## config.mk

```make
export PLATFORM = sky130hd
export DESIGN_NAME = e1_alarm_generation_control
export DESIGN_NICKNAME = d
export VERILOG_FILES = /design/src/rtl/alarm_pkg.sv /design/src/rtl/alarm_ctl_if.sv /design/src/rtl/ais_detector.sv /design/src/rtl/e1_alarm_generation_control.sv
export SDC_FILE = /design/constraint.sdc
export NUM_CORES = 1
export LEC_CHECK = 0
export BUFFER_PORTS_ARGS = -buffer_cell sky130_fd_sc_hd__buf_2
export CAP_MARGIN = 20
export CELL_PAD_IN_SITES_DETAIL_PLACEMENT = 2
export CELL_PAD_IN_SITES_GLOBAL_PLACEMENT = 2
export CORE_MARGIN = 5
export CORE_UTILIZATION = 27
export DETAILED_ROUTE_END_ITERATION = 7
export GPL_ROUTABILITY_DRIVEN = 0
export GPL_TIMING_DRIVEN = 0
export PLACE_DENSITY_LB_ADDON = 0.1
export SLEW_MARGIN = 20
export SYNTH_ARGS = -nofsm -noshare
export SYNTH_HDL_FRONTEND = slang
export SYNTH_SLANG_ARGS = --single-unit
```

## constraint.sdc

```tcl
create_clock -name i_clock -period 1.2 [get_ports i_clock]
set_input_delay 0.06 -clock i_clock [delete_from_list [all_inputs] [get_ports i_clock]]
set_output_delay 0.06 -clock i_clock [all_outputs]
set_load 0.01 [all_outputs]
```

## src/rtl/alarm_pkg.sv

```systemverilog
package alarm_pkg;
	// register map
	localparam logic [7:0] ALARM_GENERATION_CONTROL_OFFSET = 8'h08;
	localparam logic [7:0] IRQ_STATUS_OFFSET = 8'h0a;
	localparam logic [7:0] IRQ_MASK_OFFSET = 8'h0b;
	localparam logic [7:0] ALARM_STATE_OFFSET = 8'h0c;
	localparam logic [7:0] CONTROL_RESET = 8'h00;
	localparam logic [7:0] IRQ_MASK_RESET = 8'h00;
	// control field positions
	localparam int AUX_BIT = 7;
	localparam int LOF_EN_BIT = 6;
	localparam int YEL_LSB = 4;
	localparam int AISG_LSB = 2;
	localparam int AISD_LSB = 0;
	// status bit positions
	localparam int IRQ_LOF_BIT = 0;
	localparam int IRQ_AIS_BIT = 1;
	localparam int IRQ_WIDTH = 2;
	// frame geometry
	localparam int BITS_PER_SLOT = 8;
	localparam int SLOTS_PER_FRAME = 32;
	localparam int SIG_SLOT = 16;
	localparam int FRAMING_SLOT = 0;
	// alarm indication detect: two full frames of ones in a row
	localparam int AIS_ONES_FRAMES = 2;

	typedef enum logic [1:0] {
		YEL_OFF = 2'b00,
		YEL_ECHO = 2'b01,
		YEL_ZERO = 2'b10,
		YEL_ONE = 2'b11
	} yellow_mode_t;

	typedef enum logic [1:0] {
		AIS_OFF = 2'b00,
		AIS_UNFRAMED = 2'b01,
		AIS_TS16 = 2'b10,
		AIS_FRAMED = 2'b11
	} ais_mode_t;
endpackage : alarm_pkg

```

## src/rtl/alarm_ctl_if.sv

```systemverilog
`timescale 1ns/100ps
interface alarm_ctl_if;
	logic [7:0] ctrl;
	logic lof_red;
	logic ais_seen;
	modport owner (output ctrl, input lof_red, input ais_seen);
	modport user (input ctrl, output lof_red, output ais_seen);
endinterface : alarm_ctl_if

```

## src/rtl/ais_detector.sv

```systemverilog
`timescale 1ns/100ps
module ais_detector (
	// clock and reset
	input wire logic i_clock,
	input wire logic i_resetn,
	// line receive
	input wire logic i_rx_bit,
	input wire logic i_rx_valid,
	input wire logic [4:0] i_rx_slot,
	input wire logic i_rx_frame_end,
	// control
	alarm_ctl_if.user ctl
);
	logic ok_r;
	logic [1:0] frames_r;
	logic seen_r;
	logic [1:0] mode;
	logic care;

	assign mode = ctl.ctrl[alarm_pkg::AISD_LSB +: 2];
	assign ctl.ais_seen = seen_r;
	assign ctl.lof_red = 1'b0;

	always_comb begin
		case (mode)
			alarm_pkg::AIS_UNFRAMED: care = 1'b1;
			alarm_pkg::AIS_TS16: care = (i_rx_slot == 5'(alarm_pkg::SIG_SLOT));
			alarm_pkg::AIS_FRAMED: care = (i_rx_slot != 5'(alarm_pkg::FRAMING_SLOT));
			default: care = 1'b0;
		endcase
	end

	// frame-wise all-ones check on the selected bits
	always_ff @(posedge i_clock or negedge i_resetn) begin
		if (!i_resetn) begin
			ok_r <= 1'b1;
			frames_r <= 2'b00;
			seen_r <= 1'b0;
		end else if (mode == alarm_pkg::AIS_OFF) begin
			ok_r <= 1'b1;
			frames_r <= 2'b00;
			seen_r <= 1'b0;
		end else if (i_rx_valid) begin
			if (i_rx_frame_end) begin
				ok_r <= 1'b1;
				if (ok_r && !(care && !i_rx_bit)) begin
					if (frames_r == 2'(alarm_pkg::AIS_ONES_FRAMES - 1))
						seen_r <= 1'b1;
					else
						frames_r <= frames_r + 2'd1;
				end else begin
					frames_r <= 2'b00;
					seen_r <= 1'b0;
				end
			end else if (care && !i_rx_bit) begin
				ok_r <= 1'b0;
			end
		end
	end
endmodule : ais_detector

```

## src/rtl/e1_alarm_generation_control.sv

```systemverilog
`timescale 1ns/100ps
// Operation
// - control bit 7 sends unframed 1010 pattern on the line
// - bit 6 lets frame loss declare red alarm
// - frame loss sets the frame loss interrupt status bit, and raises the interrupt only when mask bit 0 is set
// - field 01: frame loss returns yellow alarm to far end
// - yellow field 00 sends neither yellow nor multiframe yellow
// - field 01: yellow bit echoes frame alignment word state
// - field 01: multiframe yellow echoes multiframe alignment state
// - field 10 sends both zero, 11 sends both one
// - alarm generate 00 off, 01 all ones including framing
// - alarm generate 10 fills timeslot 16 with ones only
// - alarm generate 11 all ones except framing bits
// - detect 00 off, 01 detects unframed all ones
// - detect 10 finds timeslot 16 all ones
// - detect 11 finds framed all ones
module e1_alarm_generation_control (
	// clock and reset
	input wire logic i_clock,
	input wire logic i_resetn,
	// register port
	input wire logic [7:0] i_addr,
	input wire logic [7:0] i_wdata,
	input wire logic i_wr,
	input wire logic i_rd,
	output logic [7:0] o_rdata,
	// interrupt
	output logic o_irq,
	// receive side status
	input wire logic i_loss_of_frame_alignment,
	input wire logic i_frame_alignment_word_ok,
	input wire logic i_mf_alignment_ok,
	// receive bits for alarm indication detect
	input wire logic i_rx_bit,
	input wire logic i_rx_valid,
	input wire logic [4:0] i_rx_slot,
	input wire logic i_rx_frame_end,
	// transmit bit stream
	input wire logic i_tx_bit,
	input wire logic i_tx_valid,
	input wire logic [4:0] i_tx_slot,
	input wire logic i_tx_is_yellow,
	input wire logic i_tx_is_mf_yellow,
	output logic o_tx_bit,
	output logic o_tx_valid,
	// alarm states
	output logic o_red_alarm,
	output logic o_ais_detected,
	output logic o_yellow_tx,
	output logic o_mf_yellow_tx
);
	logic [7:0] ctrl_r;
	logic [alarm_pkg::IRQ_WIDTH-1:0] status_r;
	logic [alarm_pkg::IRQ_WIDTH-1:0] mask_r;
	logic [alarm_pkg::IRQ_WIDTH-1:0] evt;
	logic lof_d_r;
	logic ais_d_r;
	logic aux_phase_r;
	logic red_r;
	logic ais_det_r;
	logic yel_r;
	logic mfy_r;
	logic tx_bit_r;
	logic tx_valid_r;
	logic irq_r;
	logic [7:0] rdata_r;
	logic yel_nxt;
	logic mfy_nxt;
	logic tx_nxt;
	logic [1:0] yel_mode;
	logic [1:0] aisg_mode;

	alarm_ctl_if ctl ();

	assign ctl.ctrl = ctrl_r;
	assign yel_mode = ctrl_r[alarm_pkg::YEL_LSB +: 2];
	assign aisg_mode = ctrl_r[alarm_pkg::AISG_LSB +: 2];

	ais_detector ais_detector_inst (
		.i_clock(i_clock),
		.i_resetn(i_resetn),
		.i_rx_bit(i_rx_bit),
		.i_rx_valid(i_rx_valid),
		.i_rx_slot(i_rx_slot),
		.i_rx_frame_end(i_rx_frame_end),
		.ctl(ctl)
	);

	function automatic logic hit(input logic [7:0] a, input logic [7:0] off);
		hit = (a == off);
	endfunction : hit

	// control register
	always_ff @(posedge i_clock or negedge i_resetn) begin
		if (!i_resetn)
			ctrl_r <= alarm_pkg::CONTROL_RESET;
		else if (i_wr && hit(i_addr, alarm_pkg::ALARM_GENERATION_CONTROL_OFFSET))
			ctrl_r <= i_wdata;
	end

	// interrupt mask
	always_ff @(posedge i_clock or negedge i_resetn) begin
		if (!i_resetn)
			mask_r <= alarm_pkg::IRQ_MASK_RESET[alarm_pkg::IRQ_WIDTH-1:0];
		else if (i_wr && hit(i_addr, alarm_pkg::IRQ_MASK_OFFSET))
			mask_r <= i_wdata[alarm_pkg::IRQ_WIDTH-1:0];
	end

	// rising-edge events
	always_ff @(posedge i_clock or negedge i_resetn) begin
		if (!i_resetn) begin
			lof_d_r <= 1'b0;
			ais_d_r <= 1'b0;
		end else begin
			lof_d_r <= i_loss_of_frame_alignment;
			ais_d_r <= ctl.ais_seen;
		end
	end

	assign evt[alarm_pkg::IRQ_LOF_BIT] = i_loss_of_frame_alignment && !lof_d_r;
	assign evt[alarm_pkg::IRQ_AIS_BIT] = ctl.ais_seen && !ais_d_r;

	// sticky status, write one to clear, set wins
	always_ff @(posedge i_clock or negedge i_resetn) begin
		if (!i_resetn)
			status_r <= '0;
		else if (i_wr && hit(i_addr, alarm_pkg::IRQ_STATUS_OFFSET))
			status_r <= (status_r & ~i_wdata[alarm_pkg::IRQ_WIDTH-1:0]) | evt;
		else
			status_r <= status_r | evt;
	end

	always_ff @(posedge i_clock or negedge i_resetn) begin
		if (!i_resetn)
			irq_r <= 1'b0;
		else
			irq_r <= |(status_r & mask_r);
	end

	// red alarm and detected alarm indication
	always_ff @(posedge i_clock or negedge i_resetn) begin
		if (!i_resetn) begin
			red_r <= 1'b0;
			ais_det_r <= 1'b0;
		end else begin
			red_r <= ctrl_r[alarm_pkg::LOF_EN_BIT] && i_loss_of_frame_alignment;
			ais_det_r <= ctl.ais_seen;
		end
	end

	// yellow bit values
	always_comb begin
		case (yel_mode)
			alarm_pkg::YEL_ECHO: begin
				yel_nxt = !i_frame_alignment_word_ok || i_loss_of_frame_alignment;
				mfy_nxt = !i_mf_alignment_ok;
			end
			alarm_pkg::YEL_ZERO: begin
				yel_nxt = 1'b0;
				mfy_nxt = 1'b0;
			end
			alarm_pkg::YEL_ONE: begin
				yel_nxt = 1'b1;
				mfy_nxt = 1'b1;
			end
			default: begin
				yel_nxt = 1'b0;
				mfy_nxt = 1'b0;
			end
		endcase
	end

	always_ff @(posedge i_clock or negedge i_resetn) begin
		if (!i_resetn) begin
			yel_r <= 1'b0;
			mfy_r <= 1'b0;
		end else begin
			yel_r <= yel_nxt;
			mfy_r <= mfy_nxt;
		end
	end

	// transmit bit selection
	always_comb begin
		tx_nxt = i_tx_bit;
		if (i_tx_is_yellow && yel_mode != alarm_pkg::YEL_OFF)
			tx_nxt = yel_nxt;
		if (i_tx_is_mf_yellow && yel_mode != alarm_pkg::YEL_OFF)
			tx_nxt = mfy_nxt;
		case (aisg_mode)
			alarm_pkg::AIS_UNFRAMED: tx_nxt = 1'b1;
			alarm_pkg::AIS_TS16: begin
				if (i_tx_slot == 5'(alarm_pkg::SIG_SLOT))
					tx_nxt = 1'b1;
			end
			alarm_pkg::AIS_FRAMED: begin
				if (i_tx_slot != 5'(alarm_pkg::FRAMING_SLOT))
					tx_nxt = 1'b1;
			end
			default: ;
		endcase
		if (ctrl_r[alarm_pkg::AUX_BIT])
			tx_nxt = aux_phase_r;
	end

	// 1010 phase, advances each line bit
	always_ff @(posedge i_clock or negedge i_resetn) begin
		if (!i_resetn)
			aux_phase_r <= 1'b1;
		else if (!ctrl_r[alarm_pkg::AUX_BIT])
			aux_phase_r <= 1'b1;
		else if (i_tx_valid)
			aux_phase_r <= !aux_phase_r;
	end

	always_ff @(posedge i_clock or negedge i_resetn) begin
		if (!i_resetn) begin
			tx_bit_r <= 1'b0;
			tx_valid_r <= 1'b0;
		end else begin
			tx_bit_r <= tx_nxt;
			tx_valid_r <= i_tx_valid;
		end
	end

	// read data, one cycle after the strobe
	always_ff @(posedge i_clock or negedge i_resetn) begin
		if (!i_resetn)
			rdata_r <= 8'h00;
		else if (i_rd) begin
			case (i_addr)
				alarm_pkg::ALARM_GENERATION_CONTROL_OFFSET: rdata_r <= ctrl_r;
				alarm_pkg::IRQ_STATUS_OFFSET: rdata_r <= 8'(status_r);
				alarm_pkg::IRQ_MASK_OFFSET: rdata_r <= 8'(mask_r);
				alarm_pkg::ALARM_STATE_OFFSET: rdata_r <= {4'h0, mfy_r, yel_r, ais_det_r, red_r};
				default: rdata_r <= 8'h00;
			endcase
		end else
			rdata_r <= 8'h00;
	end

	assign o_rdata = rdata_r;
	assign o_irq = irq_r;
	assign o_tx_bit = tx_bit_r;
	assign o_tx_valid = tx_valid_r;
	assign o_red_alarm = red_r;
	assign o_ais_detected = ais_det_r;
	assign o_yellow_tx = yel_r;
	assign o_mf_yellow_tx = mfy_r;
endmodule : e1_alarm_generation_control
```

==> impl_metrics.json, run 1 <==
{
  "status": "complete, but fails checks",
  "violations": "negative setup slack",
  "critPathKind": "reg2reg",
  "hold_path.class": "in2reg",
  "die_area_um2": 7231,
  "cts.path.max_buffers": 2,
  "whs_ns": 0.01200,
  "synth_commonest_cells": "dfrtp_1, a21oi_1, nor2_1",
  "syn-num-nets": 170,
  "grt_first_pass_wirelength_mm": 7.417,
  "num_antenna_cells": 0,
  "setup_ws_ns": -0.1224,
  "grt_max_degree": 34,
  "fin_crit_sh_pct": 110.2,
  "rsz0062_at_grt": "yes",
  "worstSkewPairLatency_ns": 0.28,
  "total_power_uw": 2275,
  "grt_busiest_layer": "met2",
  "async_flop_share_pct": 100.0,
  "hpwl_mm": 3.334,
  "slew_headroom_pct": 50.04,
  "io_pins": 55,
  "tightest_slew_ns": 0.7494,
  "drv_cap": 0,
  "hold_violations": 0,
  "required_ns": 1.35,
  "grt_use_total_pct": 13.34,
  "p_int_uw": 1720,
  "fin_crit_ns": 1.322,
  "synth_top_cell_area_share_pct": 51.03,
  "worstHoldStart": "i_wdata[4]",
  "multi_input_area_um2": 695.7,
  "slew_violations": 0,
  "reg2reg_from": "ctl.ctrl[0]$_DFFE_PN0P_",
  "grtUsageMet3_pct": 4.272,
  "final.setup_skew_ns": 0.006630,
  "clock-sinks": 33,
  "setup_viol": 5,
  "place_inst": 254,
  "min_delay_worst_endpoint": "ctl.ctrl[4]$_DFFE_PN0P_",
  "synth_edf_count": 0,
  "synth_seq_cells": 33,
  "grt_pass1_vias": 1504,
  "syn_area_um2": 1520,
  "drc": 0,
  "path_clk_slew_ns": 0.07,
  "use_met2_pct": 23.80,
  "syn_area_per_cell_um2": 11.78,
  "antenna_found_initial": 0,
  "synth_top_area_cell": "dfrtp_1",
  "cts_root_buf": "clkbuf_8",
  "vias": 1295,
  "initial_core_util_pct": 27.78,
  "rr_worst_depth": 4,
  "seq_area_frac_synth_pct": 54.49,
  "cp-end-kind": "register",
  "tns_ns": -0.3445,
  "h-tree-depth": 2,
  "ys_warn_count": 0,
  "synth_area_leaders": "dfrtp_1, mux2_4, dfstp_2",
  "p_sw_share_pct": 24.40,
  "regArea_um2": 829.5,
  "startpoint_type": "register",
  "die_w_um": 85.04,
  "grt_use_met1_pct": 14.77,
  "nets": 244,
  "synth_cells": 129,
  "place_ws_ns": -0.2320,
  "grt_overflow": 0,
  "vias_per_cell": 4.692,
  "critical_path_peak_fanout": 6,
  "dr.pass1.iters": 2,
  "drive_gt1_share_pct": 44.12,
  "fmax_mhz": 756.2,
  "yosysMostFrequentCell": "dfrtp_1",
  "irDropWorstVdd_uv": 534.6,
  "drtIter0Drc": 30,
  "hold_path_depth": 2,
  "num-fill-cells": 610,
  "p_seq_share_pct": 51.9,
  "r2r-end": "ais_detector_inst.frames_r[0]$_DFFE_PN0P_",
  "cts-buffers-inserted": 5,
  "synthFlopType": "dfrtp_1",
  "p_leak_uw": 0.001032,
  "core_um2": 5473,
  "instances_no_fill": 276,
  "portBuffers": 53,
  "p_per_area_nw_per_um2": 1065,
  "p_sw_uw": 555.2,
  "worstPathArrival_ns": 1.47,
  "drt-total-wl_mm": 4.421,
  "reg2reg_slack_ns": -0.12,
  "num_rows": 27,
  "synth.distinct_cells": 39,
  "dieHeight_um": 85.04,
  "cts_tree": "built",
  "ant_nets": 0,
  "wire_per_inst_um": 16.02,
  "area_delta_synth_final_pct": 40.49,
  "p_comb_share_pct": 13.2,
  "clock_power_share_pct": 34.9
}
[per-layer routing]
layer	routed length, um	part of all wire (%)
met4	74	1.7
met3	242	5.5
met2	2277	52
met1	1827	41
met5	0	0
[state kept, by name, indices dropped and copies added (netlist names)]
| name | flops |
|---|---|
| o_tx_valid | 1 |
| o_irq | 1 |
| o_red_alarm | 1 |
| status_r | 2 |
| o_ais_detected | 1 |
| ais_detector_inst.frames_r | 2 |
| ais_detector_inst.ctl.ais_seen | 1 |
| o_mf_yellow_tx | 1 |
| o_yellow_tx | 1 |
| o_tx_bit | 1 |
| ctl.ctrl | 8 |
| mask_r | 2 |
| o_rdata | 8 |
| ais_detector_inst.ok_r | 1 |
| lof_d_r | 1 |
| aux_phase_r | 1 |
[cell families (layout without fill, tap and decap cells)]
| family | Yosys count | after routing | synth area share (%) |
|---|---|---|---|
| compound gates | 26 | 26 | 10.86 |
| fa+ha+maj | 1 | 1 | 0.8229 |
| xor+xnor | 1 | 1 | 0.5762 |
| simple gates | 43 | 43 | 17.61 |
| mux | 15 | 15 | 12.68 |
| flops | 33 | 33 | 54.49 |
| buf+inv | 10 | 85 | 2.963 |
[how the worst max path moves through the flow]
| stage | start | cells after the start | slack [ns] | end |
|---|---|---|---|---|
| 2_1_floorplan | ctl.ctrl[1]$_DFFE_PN0P_ | 4 | 0.02 | ais_detector_inst.frames_r[1]$_DFFE_PN0P_ |
| 3_3_place_gp | i_addr[5] | 6 | -0.20 | ctl.ctrl[2]$_DFFE_PN0P_ |
| 3_5_place_dp | i_addr[5] | 6 | -0.23 | ctl.ctrl[5]$_DFFE_PN0P_ |
| 4_1_cts | ctl.ctrl[1]$_DFFE_PN0P_ | 4 | -0.16 | ais_detector_inst.frames_r[0]$_DFFE_PN0P_ |
| 5_1_grt | ctl.ctrl[1]$_DFFE_PN0P_ | 4 | -0.21 | ais_detector_inst.frames_r[0]$_DFFE_PN0P_ |
| 6_report | ctl.ctrl[0]$_DFFE_PN0P_ | 4 | -0.12 | ais_detector_inst.frames_r[0]$_DFFE_PN0P_ |
[placed cells by master (no fill, tap or decap), types with 5 or more instances in the layout]
| cell type | n |
|---|---|
| a21oi_1 | 7 |
| buf_2 | 53 |
| clkbuf_8 | 5 |
| dfrtp_1 | 30 |
| dlygate4sd3_1 | 10 |
| inv_1 | 8 |
| mux2_4 | 8 |
| nand2_1 | 5 |
| nand3_1 | 7 |
| nor2_1 | 9 |
[power groups by stage]
stage          clock network [uW]  registers, uW  logic [uW]
6_report                      794           1180         301
5_1_grt                       897           1180         338
4_1_cts                       840           1180         290
3_5_place_dp                    0           1200         259
3_3_place_gp                    0           1200         248
2_1_floorplan                   0           1200         110
[layout make-up]
type | instances | share of cell area (%)
buffer | 2 | 0.7030
clock buffer | 8 | 3.749
inverter | 8 | 1.406
multi-input combinational | 86 | 32.57
sequential | 33 | 38.84
tap | 72 | 4.218
timing repair buffer | 67 | 18.51
[stage by stage]
| stage | instance area, um^2 | util [%] |
|---|---|---|
| final | 2136 | 39.03 |
| after global routing | 2136 | 39.03 |
| after CTS | 2085 | 38.09 |
| after detailed placement | 1881 | 34.36 |
| after global placement | 1881 | 34.36 |
| after floorplan | 1525 | - |
[worst max-delay path, cell delays in order, from the launching register on]
cell and delay [ns]:
dfrtp_1 0.42, nor2b_1 0.25, a21oi_1 0.15, a31oi_1 0.24
mux2i_1 0.12
[repair_timing]
item / CTS / global route
pin swaps: 8 / 2
gates resized for setup: 7 / 5
hold buffers: 9 / 1
setup endpoints to repair: 5 / 15
buffers inserted: 2 / 2
endpoints found under the hold margin: 39 / 1
Note: power is estimated with default switching activity, not from simulation.
==> run 2, diff against run 1 <==
--- a/config.mk
+++ b/config.mk
@@ -7,7 +7,7 @@
 export LEC_CHECK = 0
 export BUFFER_PORTS_ARGS = -buffer_cell sky130_fd_sc_hd__buf_2
 export CAP_MARGIN = 20
-export CELL_PAD_IN_SITES_DETAIL_PLACEMENT = 2
+export CELL_PAD_IN_SITES_DETAIL_PLACEMENT = 1
 export CELL_PAD_IN_SITES_GLOBAL_PLACEMENT = 2
 export CORE_MARGIN = 5
 export CORE_UTILIZATION = 27
==> run 2 against run 1 <==
Compared with the run above:
- the flow still finishes with violations (negative setup slack)
- wire length decreased by 8.8%
- critical endpoint unchanged
- die area did not move
- critical path type unchanged
- largest cell class unchanged
- core utilization fell by 0.75 points
==> impl_metrics.json, run 2 (synthesis results as in run 1) <==
{
  "status": "complete, but fails checks",
  "violations": "negative setup slack",
  "reg2reg_from": "ctl.ctrl[1]$_DFFE_PN0P_",
  "ant_nets": 0,
  "die_area_um2": 7231,
  "antenna_found_initial": 0,
  "drc": 0,
  "grt_pass1_vias": 1387,
  "p_sw_share_pct": 23.80,
  "r2r-end": "ais_detector_inst.frames_r[0]$_DFFE_PN0P_",
  "startpoint_type": "register",
  "place_ws_ns": -0.2230,
  "clock-sinks": 33,
  "total_power_uw": 2317,
  "slew_headroom_pct": 50.08,
  "most-common-layout-cells": "buf_2, dfrtp_1, nor2_1",
  "core_um2": 5473,
  "irDropWorstVdd_uv": 547.7,
  "hold_path.class": "in2reg",
  "drv_cap": 0,
  "grt_first_pass_wirelength_mm": 6.762,
  "path_clk_slew_ns": 0.07,
  "worstSkewPairLatency_ns": 0.28,
  "area_delta_synth_final_pct": 37.78,
  "grt_max_degree": 34,
  "setup_ws_ns": -0.1042,
  "drive_gt1_share_pct": 46.23,
  "clock_power_share_pct": 36.7,
  "p_sw_uw": 551.4,
  "drt-total-wl_mm": 4.034,
  "tightest_slew_ns": 0.7488,
  "cts-buffers-inserted": 5,
  "dr.pass1.iters": 4,
  "nets": 239,
  "die_w_um": 85.04,
  "num_rows": 27,
  "worstPathArrival_ns": 1.45,
  "wire_per_inst_um": 14.89,
  "reg2reg_slack_ns": -0.10,
  "slew_violations": 0,
  "rr_worst_depth": 5,
  "cts.path.max_buffers": 2,
  "p_per_area_nw_per_um2": 1106,
  "cts_tree": "built",
  "final.setup_skew_ns": 0.007410,
  "setup_viol": 5,
  "drtIter0Drc": 25,
  "initial_core_util_pct": 27.78,
  "dieHeight_um": 85.04,
  "rsz0062_at_grt": "yes",
  "vias_per_cell": 4.686,
  "p_comb_share_pct": 12.4,
  "final_common_cell": "buf_2",
  "h-tree-depth": 2,
  "critPathKind": "reg2reg",
  "vias": 1270,
  "p_seq_share_pct": 50.9,
  "cts_root_buf": "clkbuf_8",
  "hpwl_mm": 3.089,
  "hold_violations": 0,
  "endpoint": "ais_detector_inst.frames_r[0]$_DFFE_PN0P_",
  "cp-end-kind": "register",
  "grt_overflow": 0,
  "io_pins": 55,
  "worstHoldStart": "i_wdata[4]",
  "cp-startpoint": "ctl.ctrl[1]$_DFFE_PN0P_",
  "num_antenna_cells": 0,
  "critical_path_peak_fanout": 4,
  "fin_crit_ns": 1.304,
  "required_ns": 1.35,
  "grt_use_total_pct": 12.00,
  "fin_crit_sh_pct": 108.7,
  "p_int_uw": 1765,
  "fmax_mhz": 766.8,
  "p_leak_uw": 0.001028,
  "portBuffers": 53
}
==> run 2: area by class of cell <==
cell class / count / area, um^2
flip-flops and latches: 33 / 830.8
repair buffers: 62 / 345.3
multi-input cells: 86 / 693.2
fillers: 639 / 3378
clock buffers: 8 / 90.09
plain buffers: 2 / 15.01
well taps: 72 / 90.09
inverters: 8 / 30.03
==> run 2: metrics by stage <==
step	hold WS, ns	instances	utilization [%]	instance area, um^2	setup TNS [ns]
4_1_cts	0.0005894	270	37.68	2062	-0.3671
6_report	0.01163	271	38.27	2095	-0.2557
2_1_floorplan	-0.2356	129	-	1525	0
5_1_grt	0.0002022	271	38.27	2095	-0.7470
3_3_place_gp	0.1620	254	34.36	1881	-2.310
3_5_place_dp	0.1821	254	34.36	1881	-2.549
==> run 2: critical path, cell delays in order, from the launching register on <==
cell and delay [ns]:
dfrtp_2 0.43, buf_4 0.15, o21ai_2 0.12, a21oi_1 0.08, a31oi_1 0.28, mux2i_1 0.12
==> run 2: worst min path at each step <==
stage / end / slack (ns) / cells after the start
floorplan: ais_detector_inst.ctl.ais_seen$_DFFE_PN0P_ / -0.24 / 0
global placement: ais_detector_inst.frames_r[1]$_DFFE_PN0P_ / 0.16 / 1
detailed placement: ais_detector_inst.frames_r[1]$_DFFE_PN0P_ / 0.18 / 1
CTS: ctl.ctrl[7]$_DFFE_PN0P_ / 0.0006 / 2
global route: ctl.ctrl[7]$_DFFE_PN0P_ / 0.0002 / 2
finish: ctl.ctrl[4]$_DFFE_PN0P_ / 0.01 / 2
==> run 2: metal layers <==
layer	wire (um)	track usage (%)	vias up
met4	48	3.885	0
met2	2009	20.76	39
met3	300	4.078	4
met5	0	0	-
met1	1674	13.87	625
li1	-	-	602
==> run 2: repair_timing <==
action	4_1_cts	5_1_grt
setup endpoints to repair	5	8
hold endpoints to repair	35	0
pin swaps	8	4
hold buffers	5	0
gates cloned	0	0
buffers inserted	3	1
gates resized for setup	7	8
==> run 2: power groups by stage <==
stage	clock network (uW)	logic (uW)	registers (uW)
6_report	851	287	1180
5_1_grt	947	320	1180
4_1_cts	887	282	1180
3_5_place_dp	0	257	1200
3_3_place_gp	0	248	1200
2_1_floorplan	0	110	1200
